--- config.mk ---
export PLATFORM = sky130hd
export DESIGN_NAME = ide_task_file
export DESIGN_NICKNAME = d
export VERILOG_FILES = /design/src/ide_pkg.sv /design/src/pin_sync.sv /design/src/ide_task_file.sv
export SDC_FILE = /design/constraint.sdc
export NUM_CORES = 2
export LEC_CHECK = 0
export CORE_MARGIN = 4
export CORE_UTILIZATION = 35
export CTS_BUF_LIST = sky130_fd_sc_hd__clkbuf_4 sky130_fd_sc_hd__clkbuf_8
export DETAILED_ROUTE_END_ITERATION = 10
export DONT_BUFFER_PORTS = 1
export GPL_ROUTABILITY_DRIVEN = 0
export PLACE_DENSITY = 0.45
export SLEW_MARGIN = 20
export SYNTH_ARGS = -nofsm -noshare
export SYNTH_HDL_FRONTEND = slang
export SYNTH_MEMORY_MAX_BITS = 65536
export SYNTH_SLANG_ARGS = --single-unit
--- constraint.sdc ---
create_clock -name REF_CLK -period 5.5 [get_ports REF_CLK]
set_clock_uncertainty 0.05 [all_clocks]
set_input_delay 0.825 -clock REF_CLK [delete_from_list [all_inputs] [get_ports REF_CLK]]
set_output_delay 0.825 -clock REF_CLK [all_outputs]
set_load 0.01 [all_outputs]
--- src/ide_pkg.sv ---
// Constants shared by the disk task-file port: offsets, fields, commands, timing.
// Assumes a single 10 MHz system clock drives every user of this package.
`default_nettype none
package ide_pkg;
  // Register offsets on the host I/O bus
  localparam logic [35:0] DATA_OFS = 36'h00c8001f0;
  localparam logic [35:0] ERROR_OFS = 36'h00cc001f1;
  localparam logic [35:0] COUNT_OFS = 36'h00cc001f2;
  localparam logic [35:0] SECTOR_OFS = 36'h00cc001f3;
  localparam logic [35:0] CYL_LO_OFS = 36'h00cc001f4;
  localparam logic [35:0] CYL_HI_OFS = 36'h00cc001f5;
  localparam logic [35:0] DRVHD_OFS = 36'h00cc001f6;
  localparam logic [35:0] STATUS_OFS = 36'h00cc001f7;
  localparam logic [35:0] ALT_OFS = 36'h00cc003f6;
  localparam logic [35:0] LOOP_OFS = 36'h00cc003f7;
  localparam logic [35:0] CFG_OFS = 36'h00000000c;
  // Field positions
  localparam int CFG_AT_BIT = 6;
  localparam int DH_DRIVE_BIT = 4;
  localparam int CTL_RESET_BIT = 3;
  localparam int CTL_NOIRQ_BIT = 2;
  localparam int ER_UNC_BIT = 6;
  localparam int ER_IDNF_BIT = 4;
  localparam int ER_ABORT_BIT = 2;
  localparam int ER_TRK0_BIT = 1;
  // Reset values
  localparam logic [7:0] CFG_RESET = 8'h40;
  localparam logic [7:0] CTL_RESET = 8'h00;
  localparam logic [7:0] COUNT_RESET = 8'h01;
  localparam logic [7:0] SECTOR_RESET = 8'h01;
  localparam logic [7:0] TF_RESET = 8'h00;
  // Command codes
  localparam logic [3:0] CMD_RECAL = 4'h1;
  localparam logic [3:0] CMD_SEEK = 4'h7;
  localparam logic [6:0] CMD_READ = 7'h10;
  localparam logic [6:0] CMD_READ_LONG = 7'h11;
  localparam logic [6:0] CMD_WRITE = 7'h18;
  localparam logic [6:0] CMD_WRITE_LONG = 7'h19;
  localparam logic [6:0] CMD_VERIFY = 7'h20;
  localparam logic [7:0] CMD_FORMAT = 8'h50;
  localparam logic [7:0] CMD_DIAG = 8'h90;
  localparam logic [7:0] CMD_INIT = 8'h91;
  localparam logic [7:0] CMD_BUF_RD = 8'he4;
  localparam logic [7:0] CMD_BUF_WR = 8'he8;
  localparam logic [7:0] CMD_IDENT = 8'hec;
  localparam logic [7:0] CMD_PWR_LO = 8'hf8;
  localparam logic [7:0] CMD_PWR_HI = 8'hfd;
  // Timing and sizes
  localparam int CLK_PERIOD_NS = 100;
  localparam int STEP_PERIOD_NS = 3000;
  localparam int STEP_CYCLES = (STEP_PERIOD_NS + CLK_PERIOD_NS - 1) / CLK_PERIOD_NS;
  localparam int WORDS_PER_SECTOR = 256;
  typedef enum logic [2:0] {
    ENG_IDLE = 3'b000,
    ENG_STEP = 3'b001,
    ENG_FETCH = 3'b010,
    ENG_XFER = 3'b011,
    ENG_ECC = 3'b100
  } eng_state_type;
endpackage
`default_nettype wire

--- src/pin_sync.sv ---
// Two-flop synchroniser for a group of asynchronous pin levels.
// Assumes the levels are quasi-static relative to the clock.
`default_nettype none
module pin_sync #(
  parameter int WIDTH = 1
) (
  input wire logic clk,              // Sampling clock
  input wire logic arst_n,           // Async reset, active low
  input wire logic [WIDTH-1:0] d,    // Raw pin levels
  output logic [WIDTH-1:0] q         // Synchronised levels
);
  logic [WIDTH-1:0] meta;

  always_ff @(posedge clk or negedge arst_n)
  begin
    if (!arst_n)
    begin
      meta <= '0;
      q <= '0;
    end
    else
    begin
      meta <= d;
      q <= meta;
    end
  end
endmodule
`default_nettype wire

--- src/ide_task_file.sv ---
// Task-file port of a disk interface: host registers, command engine, sector buffer.
// Assumes host strobes and the media byte stream are synchronous to REF_CLK.
`default_nettype none
// Overview of operation
// - AT mode when config bit 6 is one; otherwise task file ignored (XT).
// - Polled register transfers only; no DMA handshake exists.
// - Data port moves 16-bit words; long-read correction bytes move 8 bits.
// - Each data word is stored low byte first, then high byte.
// - Sector count zero means 256 sectors.
// - Drive/head register: bit 4 drive select, bits 3..0 head.
// - Status bits: busy, ready, fault, seek done, data request, corrected, index, error; corrected is always zero here.
// - Status refreshed at each command completion.
// - Reading primary status clears the pending interrupt.
// - Alternate status shows same value without clearing interrupt.
// - Writing the command register starts execution at once.
// - Control bit 3 holds both drives in reset.
// - Interrupts pass only while control bit 2 is zero.
// - Loopback location echoes drive and head select; bit 7 unused here.
// - Accept read, read long, write, write long, verify pairs; odd means no retry.
// - Accept recalibrate, format, seek, diagnostics, init, buffer, identify, power codes.
// - Recalibrate: busy, step to cylinder zero, then status, clear busy, interrupt.
// - Cylinder zero missed gives error and track-zero flag; not ready aborts.
// - Read sets busy, seeks if off-track, bad parameters give ID-not-found.
// - Every sector end sets data request and raises interrupt, error or not.
// - Host finishing a sector clears data request, sets busy if more sectors follow; error or last sector stops there.
// - Success leaves count zero, last address; addresses advance between sectors.
// - Long read returns one sector plus unchecked correction bytes only.
module ide_task_file
  import ide_pkg::*;
#(
  parameter logic [7:0] SECTORS_PER_TRACK = 8'd17,
  parameter logic [4:0] HEADS = 5'd16,
  parameter logic [15:0] CYLINDERS = 16'd1024,
  parameter logic [15:0] RECAL_MAX_STEPS = 16'd1024,
  parameter int ECC_BYTES = 4
) (
  input wire logic REF_CLK,            // 10 MHz clock
  input wire logic ARST_N,             // Async reset, active low
  input wire logic [35:0] IO_ADDR,     // Host I/O address
  input wire logic IO_RD,              // Host read strobe
  input wire logic IO_WR,              // Host write strobe
  input wire logic [15:0] IO_WDATA,    // Host write data
  output logic [15:0] IO_RDATA,        // Host read data, one cycle after strobe
  output logic IRQ,                    // Drive interrupt, active high
  output logic AT_MODE,                // AT interface mode selected
  output logic DRIVE_RST_N,            // Drive reset, active low
  output logic DRIVE_SEL,              // Selected drive
  output logic [3:0] HEAD_SEL,         // Selected head
  output logic STEP,                   // Head step pulse
  output logic STEP_DIR,               // Step direction, 1 toward cylinder zero
  input wire logic TRACK0,             // Heads at cylinder zero pin
  input wire logic INDEX,              // Index mark pin
  input wire logic FAULT,              // Drive fault pin
  input wire logic READY,              // Drive ready pin
  output logic MEDIA_REQ,              // Request one sector from the medium
  output logic [15:0] MEDIA_CYL,       // Requested cylinder
  output logic [7:0] MEDIA_SECTOR,     // Requested sector
  input wire logic MEDIA_VALID,        // Medium byte valid
  input wire logic [7:0] MEDIA_BYTE,   // Medium byte
  input wire logic MEDIA_ERR           // Uncorrectable flag with a byte
);
  localparam int WA = $clog2(WORDS_PER_SECTOR);
  localparam int EA = (ECC_BYTES > 1) ? $clog2(ECC_BYTES) : 1;
  localparam int TOTAL = 2 * WORDS_PER_SECTOR + ECC_BYTES;
  localparam int FW = $clog2(TOTAL + 1);
  localparam int TW = $clog2(STEP_CYCLES + 1);
  localparam logic [FW-1:0] LAST_BYTE = FW'(TOTAL - 1);
  localparam logic [FW-1:0] DATA_BYTES = FW'(2 * WORDS_PER_SECTOR);
  localparam logic [WA-1:0] LAST_WORD = WA'(WORDS_PER_SECTOR - 1);
  localparam logic [EA-1:0] LAST_ECC = EA'(ECC_BYTES - 1);
  localparam logic [TW-1:0] STEP_LOAD = TW'(STEP_CYCLES - 1);

  eng_state_type state;
  logic [7:0] cfg, ctl, err_reg, count, sector, cyl_lo, cyl_hi, drvhd;
  logic err_flag, dsc, pend, raise, long_cmd, recal, med_err;
  logic [15:0] cur_cyl, target, steps;
  logic [TW-1:0] tmr;
  logic [FW-1:0] fill_idx;
  logic [WA-1:0] rd_idx;
  logic [EA-1:0] ecc_idx;
  logic [15:0] buffer [WORDS_PER_SECTOR];
  logic [7:0] ecc_buf [ECC_BYTES];
  logic [3:0] pins;
  logic track0_s, index_s, fault_s, ready_s;

  pin_sync #(.WIDTH(4)) u_sync (
    .clk(REF_CLK),
    .arst_n(ARST_N),
    .d({TRACK0, INDEX, FAULT, READY}),
    .q(pins)
  );
  assign {track0_s, index_s, fault_s, ready_s} = pins;

  // Address decode
  wire at_mode = cfg[CFG_AT_BIT];
  wire soft_rst = ctl[CTL_RESET_BIT];
  wire acc = (IO_RD | IO_WR) & at_mode;
  wire hit_data = acc & (IO_ADDR == DATA_OFS);
  wire hit_err = acc & (IO_ADDR == ERROR_OFS);
  wire hit_count = acc & (IO_ADDR == COUNT_OFS);
  wire hit_sector = acc & (IO_ADDR == SECTOR_OFS);
  wire hit_cyl_lo = acc & (IO_ADDR == CYL_LO_OFS);
  wire hit_cyl_hi = acc & (IO_ADDR == CYL_HI_OFS);
  wire hit_drvhd = acc & (IO_ADDR == DRVHD_OFS);
  wire hit_status = acc & (IO_ADDR == STATUS_OFS);
  wire hit_alt = acc & (IO_ADDR == ALT_OFS);
  wire hit_loop = acc & (IO_ADDR == LOOP_OFS);
  wire hit_cfg = (IO_RD | IO_WR) & (IO_ADDR == CFG_OFS);

  // Status and engine conditions
  wire busy = soft_rst | (state == ENG_STEP) | (state == ENG_FETCH);
  wire data_request_flag = (state == ENG_XFER) | (state == ENG_ECC);
  wire idle = (state == ENG_IDLE) & !soft_rst;
  wire [7:0] status = {busy, ready_s, fault_s, dsc, data_request_flag, 1'b0, index_s, err_flag};
  wire [15:0] cyl = {cyl_hi, cyl_lo};
  wire [3:0] head = drvhd[3:0];
  wire tf_wr = IO_WR & idle;
  wire cmd_go = IO_WR & hit_status & idle;
  wire data_rd = IO_RD & hit_data;
  wire stat_rd = IO_RD & hit_status;

  // Command decode
  wire [7:0] cmd = IO_WDATA[7:0];
  wire is_recal = cmd[7:4] == CMD_RECAL;
  wire is_read = cmd[7:1] == CMD_READ;
  wire is_read_long = cmd[7:1] == CMD_READ_LONG;
  wire is_xfer_other = (cmd[7:1] == CMD_WRITE) | (cmd[7:1] == CMD_WRITE_LONG)
                     | (cmd[7:1] == CMD_VERIFY);
  wire is_misc = (cmd[7:4] == CMD_SEEK) | (cmd == CMD_FORMAT) | (cmd == CMD_DIAG)
               | (cmd == CMD_INIT) | (cmd == CMD_BUF_RD) | (cmd == CMD_BUF_WR)
               | (cmd == CMD_IDENT) | ((cmd >= CMD_PWR_LO) & (cmd <= CMD_PWR_HI));
  wire id_ok = (sector != 8'h00) & (sector <= SECTORS_PER_TRACK)
             & ({1'b0, head} < HEADS) & (cyl < CYLINDERS);

  // Sector progress
  wire fill_wr = (state == ENG_FETCH) & MEDIA_VALID;
  wire fill_last = fill_wr & (fill_idx == LAST_BYTE);
  wire fill_data = fill_idx < DATA_BYTES;
  wire [WA-1:0] fill_word = fill_idx[WA:1];
  wire [EA-1:0] fill_ecc = EA'(fill_idx - DATA_BYTES);
  wire sect_err = med_err & !long_cmd;
  wire word_end = data_rd & (state == ENG_XFER) & (rd_idx == LAST_WORD);
  wire ecc_end = data_rd & (state == ENG_ECC) & (ecc_idx == LAST_ECC);
  wire sect_end = (word_end & !long_cmd) | ecc_end;
  wire final_sect = err_flag | long_cmd | (count == 8'h01);
  wire at_target = recal ? track0_s : (cur_cyl == target);
  wire step_fail = recal & (steps == RECAL_MAX_STEPS);
  wire last_sect_on_trk = sector == SECTORS_PER_TRACK;
  wire last_head = {1'b0, head} == HEADS - 5'd1;

  // Read data selection
  wire [15:0] rd_word = (state == ENG_ECC) ? {8'h00, ecc_buf[ecc_idx]}
                      : (state == ENG_XFER) ? buffer[rd_idx] : 16'h0000;
  wire [15:0] next_rdata =
      hit_data ? rd_word
    : hit_err ? {8'h00, err_reg}
    : hit_count ? {8'h00, count}
    : hit_sector ? {8'h00, sector}
    : hit_cyl_lo ? {8'h00, cyl_lo}
    : hit_cyl_hi ? {8'h00, cyl_hi}
    : hit_drvhd ? {8'h00, drvhd}
    : (hit_status | hit_alt) ? {8'h00, status}
    : hit_loop ? {11'h000, drvhd[DH_DRIVE_BIT], head}
    : hit_cfg ? {8'h00, cfg}
    : 16'h0000;

  assign IRQ = pend & !ctl[CTL_NOIRQ_BIT] & !soft_rst;
  assign AT_MODE = at_mode;
  assign DRIVE_RST_N = !soft_rst;
  assign DRIVE_SEL = drvhd[DH_DRIVE_BIT];
  assign HEAD_SEL = head;
  assign MEDIA_CYL = cyl;
  assign MEDIA_SECTOR = sector;

  always_ff @(posedge REF_CLK or negedge ARST_N)
  begin
    if (!ARST_N)
    begin
      IO_RDATA <= 16'h0000;
      cfg <= CFG_RESET;
      ctl <= CTL_RESET;
    end
    else
    begin
      if (IO_RD)
        IO_RDATA <= next_rdata;
      if (IO_WR & hit_cfg)
        cfg <= IO_WDATA[7:0];
      if (IO_WR & hit_alt)
        ctl <= IO_WDATA[7:0];
    end
  end

  // Pending interrupt, a new event wins over a status read
  always_ff @(posedge REF_CLK or negedge ARST_N)
  begin
    if (!ARST_N)
      pend <= 1'b0;
    else if (soft_rst)
      pend <= 1'b0;
    else
      pend <= raise | (pend & !stat_rd);
  end

  // Sector buffer in flip-flops, low byte arrives first
  always_ff @(posedge REF_CLK)
  begin
    if (fill_wr & fill_data & !fill_idx[0])
      buffer[fill_word][7:0] <= MEDIA_BYTE;
    if (fill_wr & fill_data & fill_idx[0])
      buffer[fill_word][15:8] <= MEDIA_BYTE;
    if (fill_wr & !fill_data)
      ecc_buf[fill_ecc] <= MEDIA_BYTE;
  end

  always_ff @(posedge REF_CLK or negedge ARST_N)
  begin
    if (!ARST_N)
    begin
      state <= ENG_IDLE;
      err_reg <= 8'h00;
      err_flag <= 1'b0;
      dsc <= 1'b0;
      raise <= 1'b0;
      long_cmd <= 1'b0;
      recal <= 1'b0;
      med_err <= 1'b0;
      count <= COUNT_RESET;
      sector <= SECTOR_RESET;
      cyl_lo <= TF_RESET;
      cyl_hi <= TF_RESET;
      drvhd <= TF_RESET;
      cur_cyl <= 16'h0000;
      target <= 16'h0000;
      steps <= 16'h0000;
      tmr <= '0;
      fill_idx <= '0;
      rd_idx <= '0;
      ecc_idx <= '0;
      STEP <= 1'b0;
      STEP_DIR <= 1'b0;
      MEDIA_REQ <= 1'b0;
    end
    else if (soft_rst)
    begin
      state <= ENG_IDLE;
      err_reg <= 8'h00;
      err_flag <= 1'b0;
      raise <= 1'b0;
      STEP <= 1'b0;
      MEDIA_REQ <= 1'b0;
    end
    else
    begin
      raise <= 1'b0;
      STEP <= 1'b0;
      MEDIA_REQ <= 1'b0;
      if (tf_wr & hit_count)
        count <= IO_WDATA[7:0];
      if (tf_wr & hit_sector)
        sector <= IO_WDATA[7:0];
      if (tf_wr & hit_cyl_lo)
        cyl_lo <= IO_WDATA[7:0];
      if (tf_wr & hit_cyl_hi)
        cyl_hi <= IO_WDATA[7:0];
      if (tf_wr & hit_drvhd)
        drvhd <= IO_WDATA[7:0];
      unique case (state)
        ENG_IDLE:
        begin
          if (cmd_go)
          begin
            err_reg <= 8'h00;
            err_flag <= 1'b0;
            long_cmd <= is_read_long;
            recal <= is_recal;
            steps <= 16'h0000;
            tmr <= '0;
            if (!ready_s)
            begin
              err_reg[ER_ABORT_BIT] <= 1'b1;
              err_flag <= 1'b1;
              raise <= 1'b1;
            end
            else if (is_recal)
            begin
              dsc <= 1'b0;
              target <= 16'h0000;
              state <= ENG_STEP;
            end
            else if (is_read | is_read_long)
            begin
              if (!id_ok)
              begin
                err_reg[ER_IDNF_BIT] <= 1'b1;
                err_flag <= 1'b1;
                raise <= 1'b1;
              end
              else
              begin
                dsc <= 1'b0;
                target <= cyl;
                state <= ENG_STEP;
              end
            end
            else if (is_xfer_other | is_misc)
              raise <= 1'b1;
            else
            begin
              err_reg[ER_ABORT_BIT] <= 1'b1;
              err_flag <= 1'b1;
              raise <= 1'b1;
            end
          end
        end
        ENG_STEP:
        begin
          if (tmr != '0)
            tmr <= tmr - TW'(1);
          else if (at_target)
          begin
            cur_cyl <= target;
            dsc <= 1'b1;
            if (recal)
            begin
              raise <= 1'b1;
              state <= ENG_IDLE;
            end
            else
            begin
              fill_idx <= '0;
              med_err <= 1'b0;
              MEDIA_REQ <= 1'b1;
              state <= ENG_FETCH;
            end
          end
          else if (step_fail)
          begin
            err_reg[ER_TRK0_BIT] <= 1'b1;
            err_flag <= 1'b1;
            raise <= 1'b1;
            state <= ENG_IDLE;
          end
          else
          begin
            STEP <= 1'b1;
            STEP_DIR <= recal | (target < cur_cyl);
            steps <= steps + 16'h0001;
            tmr <= STEP_LOAD;
            if (!recal)
              cur_cyl <= (target < cur_cyl) ? cur_cyl - 16'h0001 : cur_cyl + 16'h0001;
          end
        end
        ENG_FETCH:
        begin
          if (fill_wr)
          begin
            fill_idx <= fill_idx + FW'(1);
            med_err <= med_err | MEDIA_ERR;
          end
          if (fill_last)
          begin
            rd_idx <= '0;
            ecc_idx <= '0;
            raise <= 1'b1;
            state <= ENG_XFER;
            if (sect_err | (MEDIA_ERR & !long_cmd))
            begin
              err_reg[ER_UNC_BIT] <= 1'b1;
              err_flag <= 1'b1;
            end
          end
        end
        ENG_XFER:
        begin
          if (data_rd)
            rd_idx <= rd_idx + WA'(1);
          if (word_end & long_cmd)
            state <= ENG_ECC;
        end
        ENG_ECC:
        begin
          if (data_rd)
            ecc_idx <= ecc_idx + EA'(1);
        end
        default:
          state <= ENG_IDLE;
      endcase
      if (sect_end)
      begin
        if (final_sect)
        begin
          state <= ENG_IDLE;
          if (!err_flag)
            count <= count - 8'h01;
        end
        else
        begin
          count <= count - 8'h01;
          fill_idx <= '0;
          med_err <= 1'b0;
          MEDIA_REQ <= 1'b1;
          state <= ENG_FETCH;
          if (last_sect_on_trk)
          begin
            sector <= 8'h01;
            if (last_head)
            begin
              drvhd[3:0] <= 4'h0;
              {cyl_hi, cyl_lo} <= cyl + 16'h0001;
            end
            else
              drvhd[3:0] <= head + 4'h1;
          end
          else
            sector <= sector + 8'h01;
        end
      end
    end
  end
endmodule
`default_nettype wire

==> qor.yml <==
power_and_ir_drop:
  power_density_mw_per_mm2: 333
  power_w: 0.0642
  vdd_drop_max_v: 0.000208
  power.leakage_nw: 57.9
clock_network:
  cts_buffers: 723
  cts_setup_buffers: 0
  cts-htree-levels: 6
  clk_latency_ns: 1.25
  clock-root-buffer: "clkbuf_8"
  clk_pin_slew_ns: 0.06
  cts_tree: "yes"
  cts_sinks: 4292
  clock_path_buffers: 4
logic_synthesis:
  ys.flop_type: "edfxtp_1"
  synth_cell_types: 93
  synth_fp_nets: 8047
  synth_cells: 7930
  synthArstFlopShare_pct: 3.82
  yosysSeqAreaShare_pct: 75.6
  ys_seq_elements: 4292
  syn-cell-area_mm2: 0.169
  synth_edf_count: 4128
  yosysWarnings: 0
  avgSynthCellArea_um2: 21.3
global_route:
  grt_max_degree: 269
  grt_pass1_vias: 87000
  grt_antenna_before_repair: 32
  grt_first_pass_wirelength_um: 672000
  grtUsageTotal_pct: 18.9
  grt_overflow: 0
sta:
  hold_viol_final: 0
  whs_ns: 0.0739
  slew_violations: 0
  fin_crit_ns: 5.01
  finalCritPeriodShare_pct: 91.0
  rsz0062_at_grt: "no"
  fmaxAchievable_mhz: 200
  tns_ns: 0
  worstMarginPinSlew_ns: 1.28
  setup_slack_ns: 0.493
  setup_viol: 0
  maxSlewHeadroom_pct: 15.0
place:
  post-place-ws_ns: 0.473
  io_buffers: 0
  dp_hpwl_um: 279000
routing:
  wire_per_inst_um: 30.6
  drt_iter0_drc: 8032
  drt_first_pass_iters: 8
  vias_per_cell: 5.41
  routed_wl_um: 474000
  drc: 0
  dr_total_vias: 83700
  antenna_left: 0
layout:
  syn2layout_area_growth_pct: 13.9
  fillers: 42800
  multiInputGateArea_mm2: 0.0390
  regMostFlops: "buffer"
  drive_gt1_share_pct: 30.2
  reg.largest.list: "buffer (4096), ecc_buf (32)"
  final_core_util_pct: 40.0
  fin_nets: 8597
  largest_reg_flops: 4096
  seq_area_mm2: 0.128
floorplan:
  dieWidth_um: 703
  fp-row-count: 255
  die-height_um: 703
  core_mm2: 0.482
  start_util_pct: 35.1
  die-area_mm2: 0.495
  ios: 121
critical_path:
  cp_max_fo: 10
  start_kind: "register"
  critPathRequiredTime_ns: 6.56
  crit_type: "register to register"
  r2r_cells: 19
  endpoint_kind: "register"
  critPathArrivalTime_ns: 6.06
status:
  status: "completed"
min_path:
  whs_path_depth: 1
  hp-class: "input pin to register"
run:
  cap_viol_max_count: 0
-- worst paths after layout --
check                                         startpoint  slack, ns                   endpoint
worst min register to register  u_sync.meta[1]$_DFF_PN0_       0.30      u_sync.q[1]$_DFF_PN0_
worst max-delay path              cur_cyl[9]$_DFFE_PN0P_       0.49    cur_cyl[15]$_DFFE_PN0P_
worst max register to register    cur_cyl[9]$_DFFE_PN0P_       0.49    cur_cyl[15]$_DFFE_PN0P_
max in group asynchronous                         ARST_N       4.40      rd_idx[2]$_DFFE_PN0P_
worst min-delay path                       MEDIA_BYTE[7]       0.07  buffer[198][15]$_DFFE_PP_
min in group asynchronous                         ARST_N       0.22       count[3]$_DFFE_PN0N_
-- report_power, final --
group	switching (W)	internal, W	leakage [nW]	total, W
Clock	0.0129	0.0148	7.33	0.0277
Combinational	0.000608	0.0000883	11.3	0.000696
Sequential	0.00000959	0.0358	39.2	0.0359
Total	0.0136	0.0507	57.9	0.0642
-- stage by stage --
stage / cells / cell area [µm²]
after global routing: 15500 / 193000
after detailed placement: 14100 / 178000
after global placement: 14100 / 178000
after floorplan: 7930 / 169000
final: 15500 / 193000
after CTS: 15500 / 193000
-- per-layer routing --
layer	share of wire, %	GRT usage, %	wire, µm
met1	44	27.4	209000
met2	47	29.9	224000
met3	6.5	3.24	30600
met4	2.3	4.59	11000
met5	0	0	0
-- cell usage after synthesis, drive strengths merged (14+ instances only) --
library cell	n	area share, %
edfxtp	4128	73
mux4	1281	17
nor2	655	1.5
clkbuf	271	0.60
buf	208	0.69
nand2	191	0.42
dfrtp	161	2.4
a21oi	144	0.43
o21ai	122	0.36
nand3	71	0.21
a22oi	61	0.27
inv	55	0.12
nor3	50	0.17
ha	46	0.34
a22o	41	0.21
mux2i	31	0.18
nor2b	28	0.10
nand4	27	0.11
nor4	23	0.085
a211oi	22	0.10
o22ai	22	0.081
or3	21	0.078
nand2b	20	0.074
and2	19	0.070
a31oi	17	0.067
xnor2	17	0.088
and3	16	0.059
a221oi	15	0.078
mux2	14	0.093
-- repair_timing --
action / 4_1_cts / 5_1_grt
resized for setup: 0 / 0
hold endpoints to repair: 499 / 5
hold buffers: 50 / 2
-- kinds of logic (layout without fill, tap and decap cells) --
family | after synthesis | count (layout) | share of synthesized area [%]
flops | 4292 | 4292 | 75.6
mux | 1326 | 1326 | 17.3
simple gates | 1151 | 1151 | 2.99
compound gates | 552 | 552 | 2.14
buf+inv | 534 | 1655 | 1.41
fa+ha+maj | 47 | 47 | 0.352
xor+xnor | 28 | 28 | 0.145
other cells | 0 | 11 | 0
-- critical path, stage by stage, from the launching register on --
cell,delay [ns]
dfrtp_1,0.35
inv_1,0.07
ha_1,0.29
nand4_1,0.17
or3_1,0.47
a211oi_1,0.26
o311ai_0,0.17
nand2_1,0.11
inv_1,0.12
buf_4,0.21
ha_1,0.21
or3_1,0.37
o21ai_0,0.14
nor2b_1,0.16
a31oi_2,0.30
a2111oi_0,0.17
a2111oi_1,0.55
xnor2_1,0.15
and3_1,0.20
or3b_1,0.37
-- placed cells by master, fill, tap and decap left out, types with 17 or more instances in the layout --
cell type / synthesis / routed
nor4_1: 23 / 21
nor2b_1: 28 / 27
ha_1: 46 / 46
or3_1: 21 / 20
clkinvlp_4: 0 / 17
dlygate4sd3_1: 0 / 48
a22oi_1: 61 / 61
mux2i_1: 31 / 31
o21ai_0: 117 / 116
nor2_1: 654 / 651
a211oi_1: 21 / 21
nor3_1: 46 / 46
nand2_1: 191 / 178
inv_1: 53 / 52
a21oi_1: 142 / 142
buf_12: 0 / 53
nand3_1: 70 / 58
nand2b_1: 20 / 20
nand4_1: 25 / 25
mux4_2: 1281 / 1281
clkinv_2: 0 / 59
a22o_1: 41 / 41
buf_4: 33 / 175
xnor2_1: 17 / 17
edfxtp_1: 4128 / 4128
clkbuf_4: 0 / 258
o22ai_1: 22 / 22
clkbuf_8: 0 / 749
buf_16: 0 / 28
dfrtp_1: 161 / 152
clkinv_1: 0 / 187
-- layout make-up --
class                   count  area share [%]
diodes                     11          0.0143
clock buffers            1007            6.35
clock inverters           289           0.836
inverters                  55           0.108
multi-input cells        3104            20.2
flip-flops and latches   4292            66.4
well taps                6425            4.17
repair buffers            304            1.88
(Power assumes the default switching activity.)
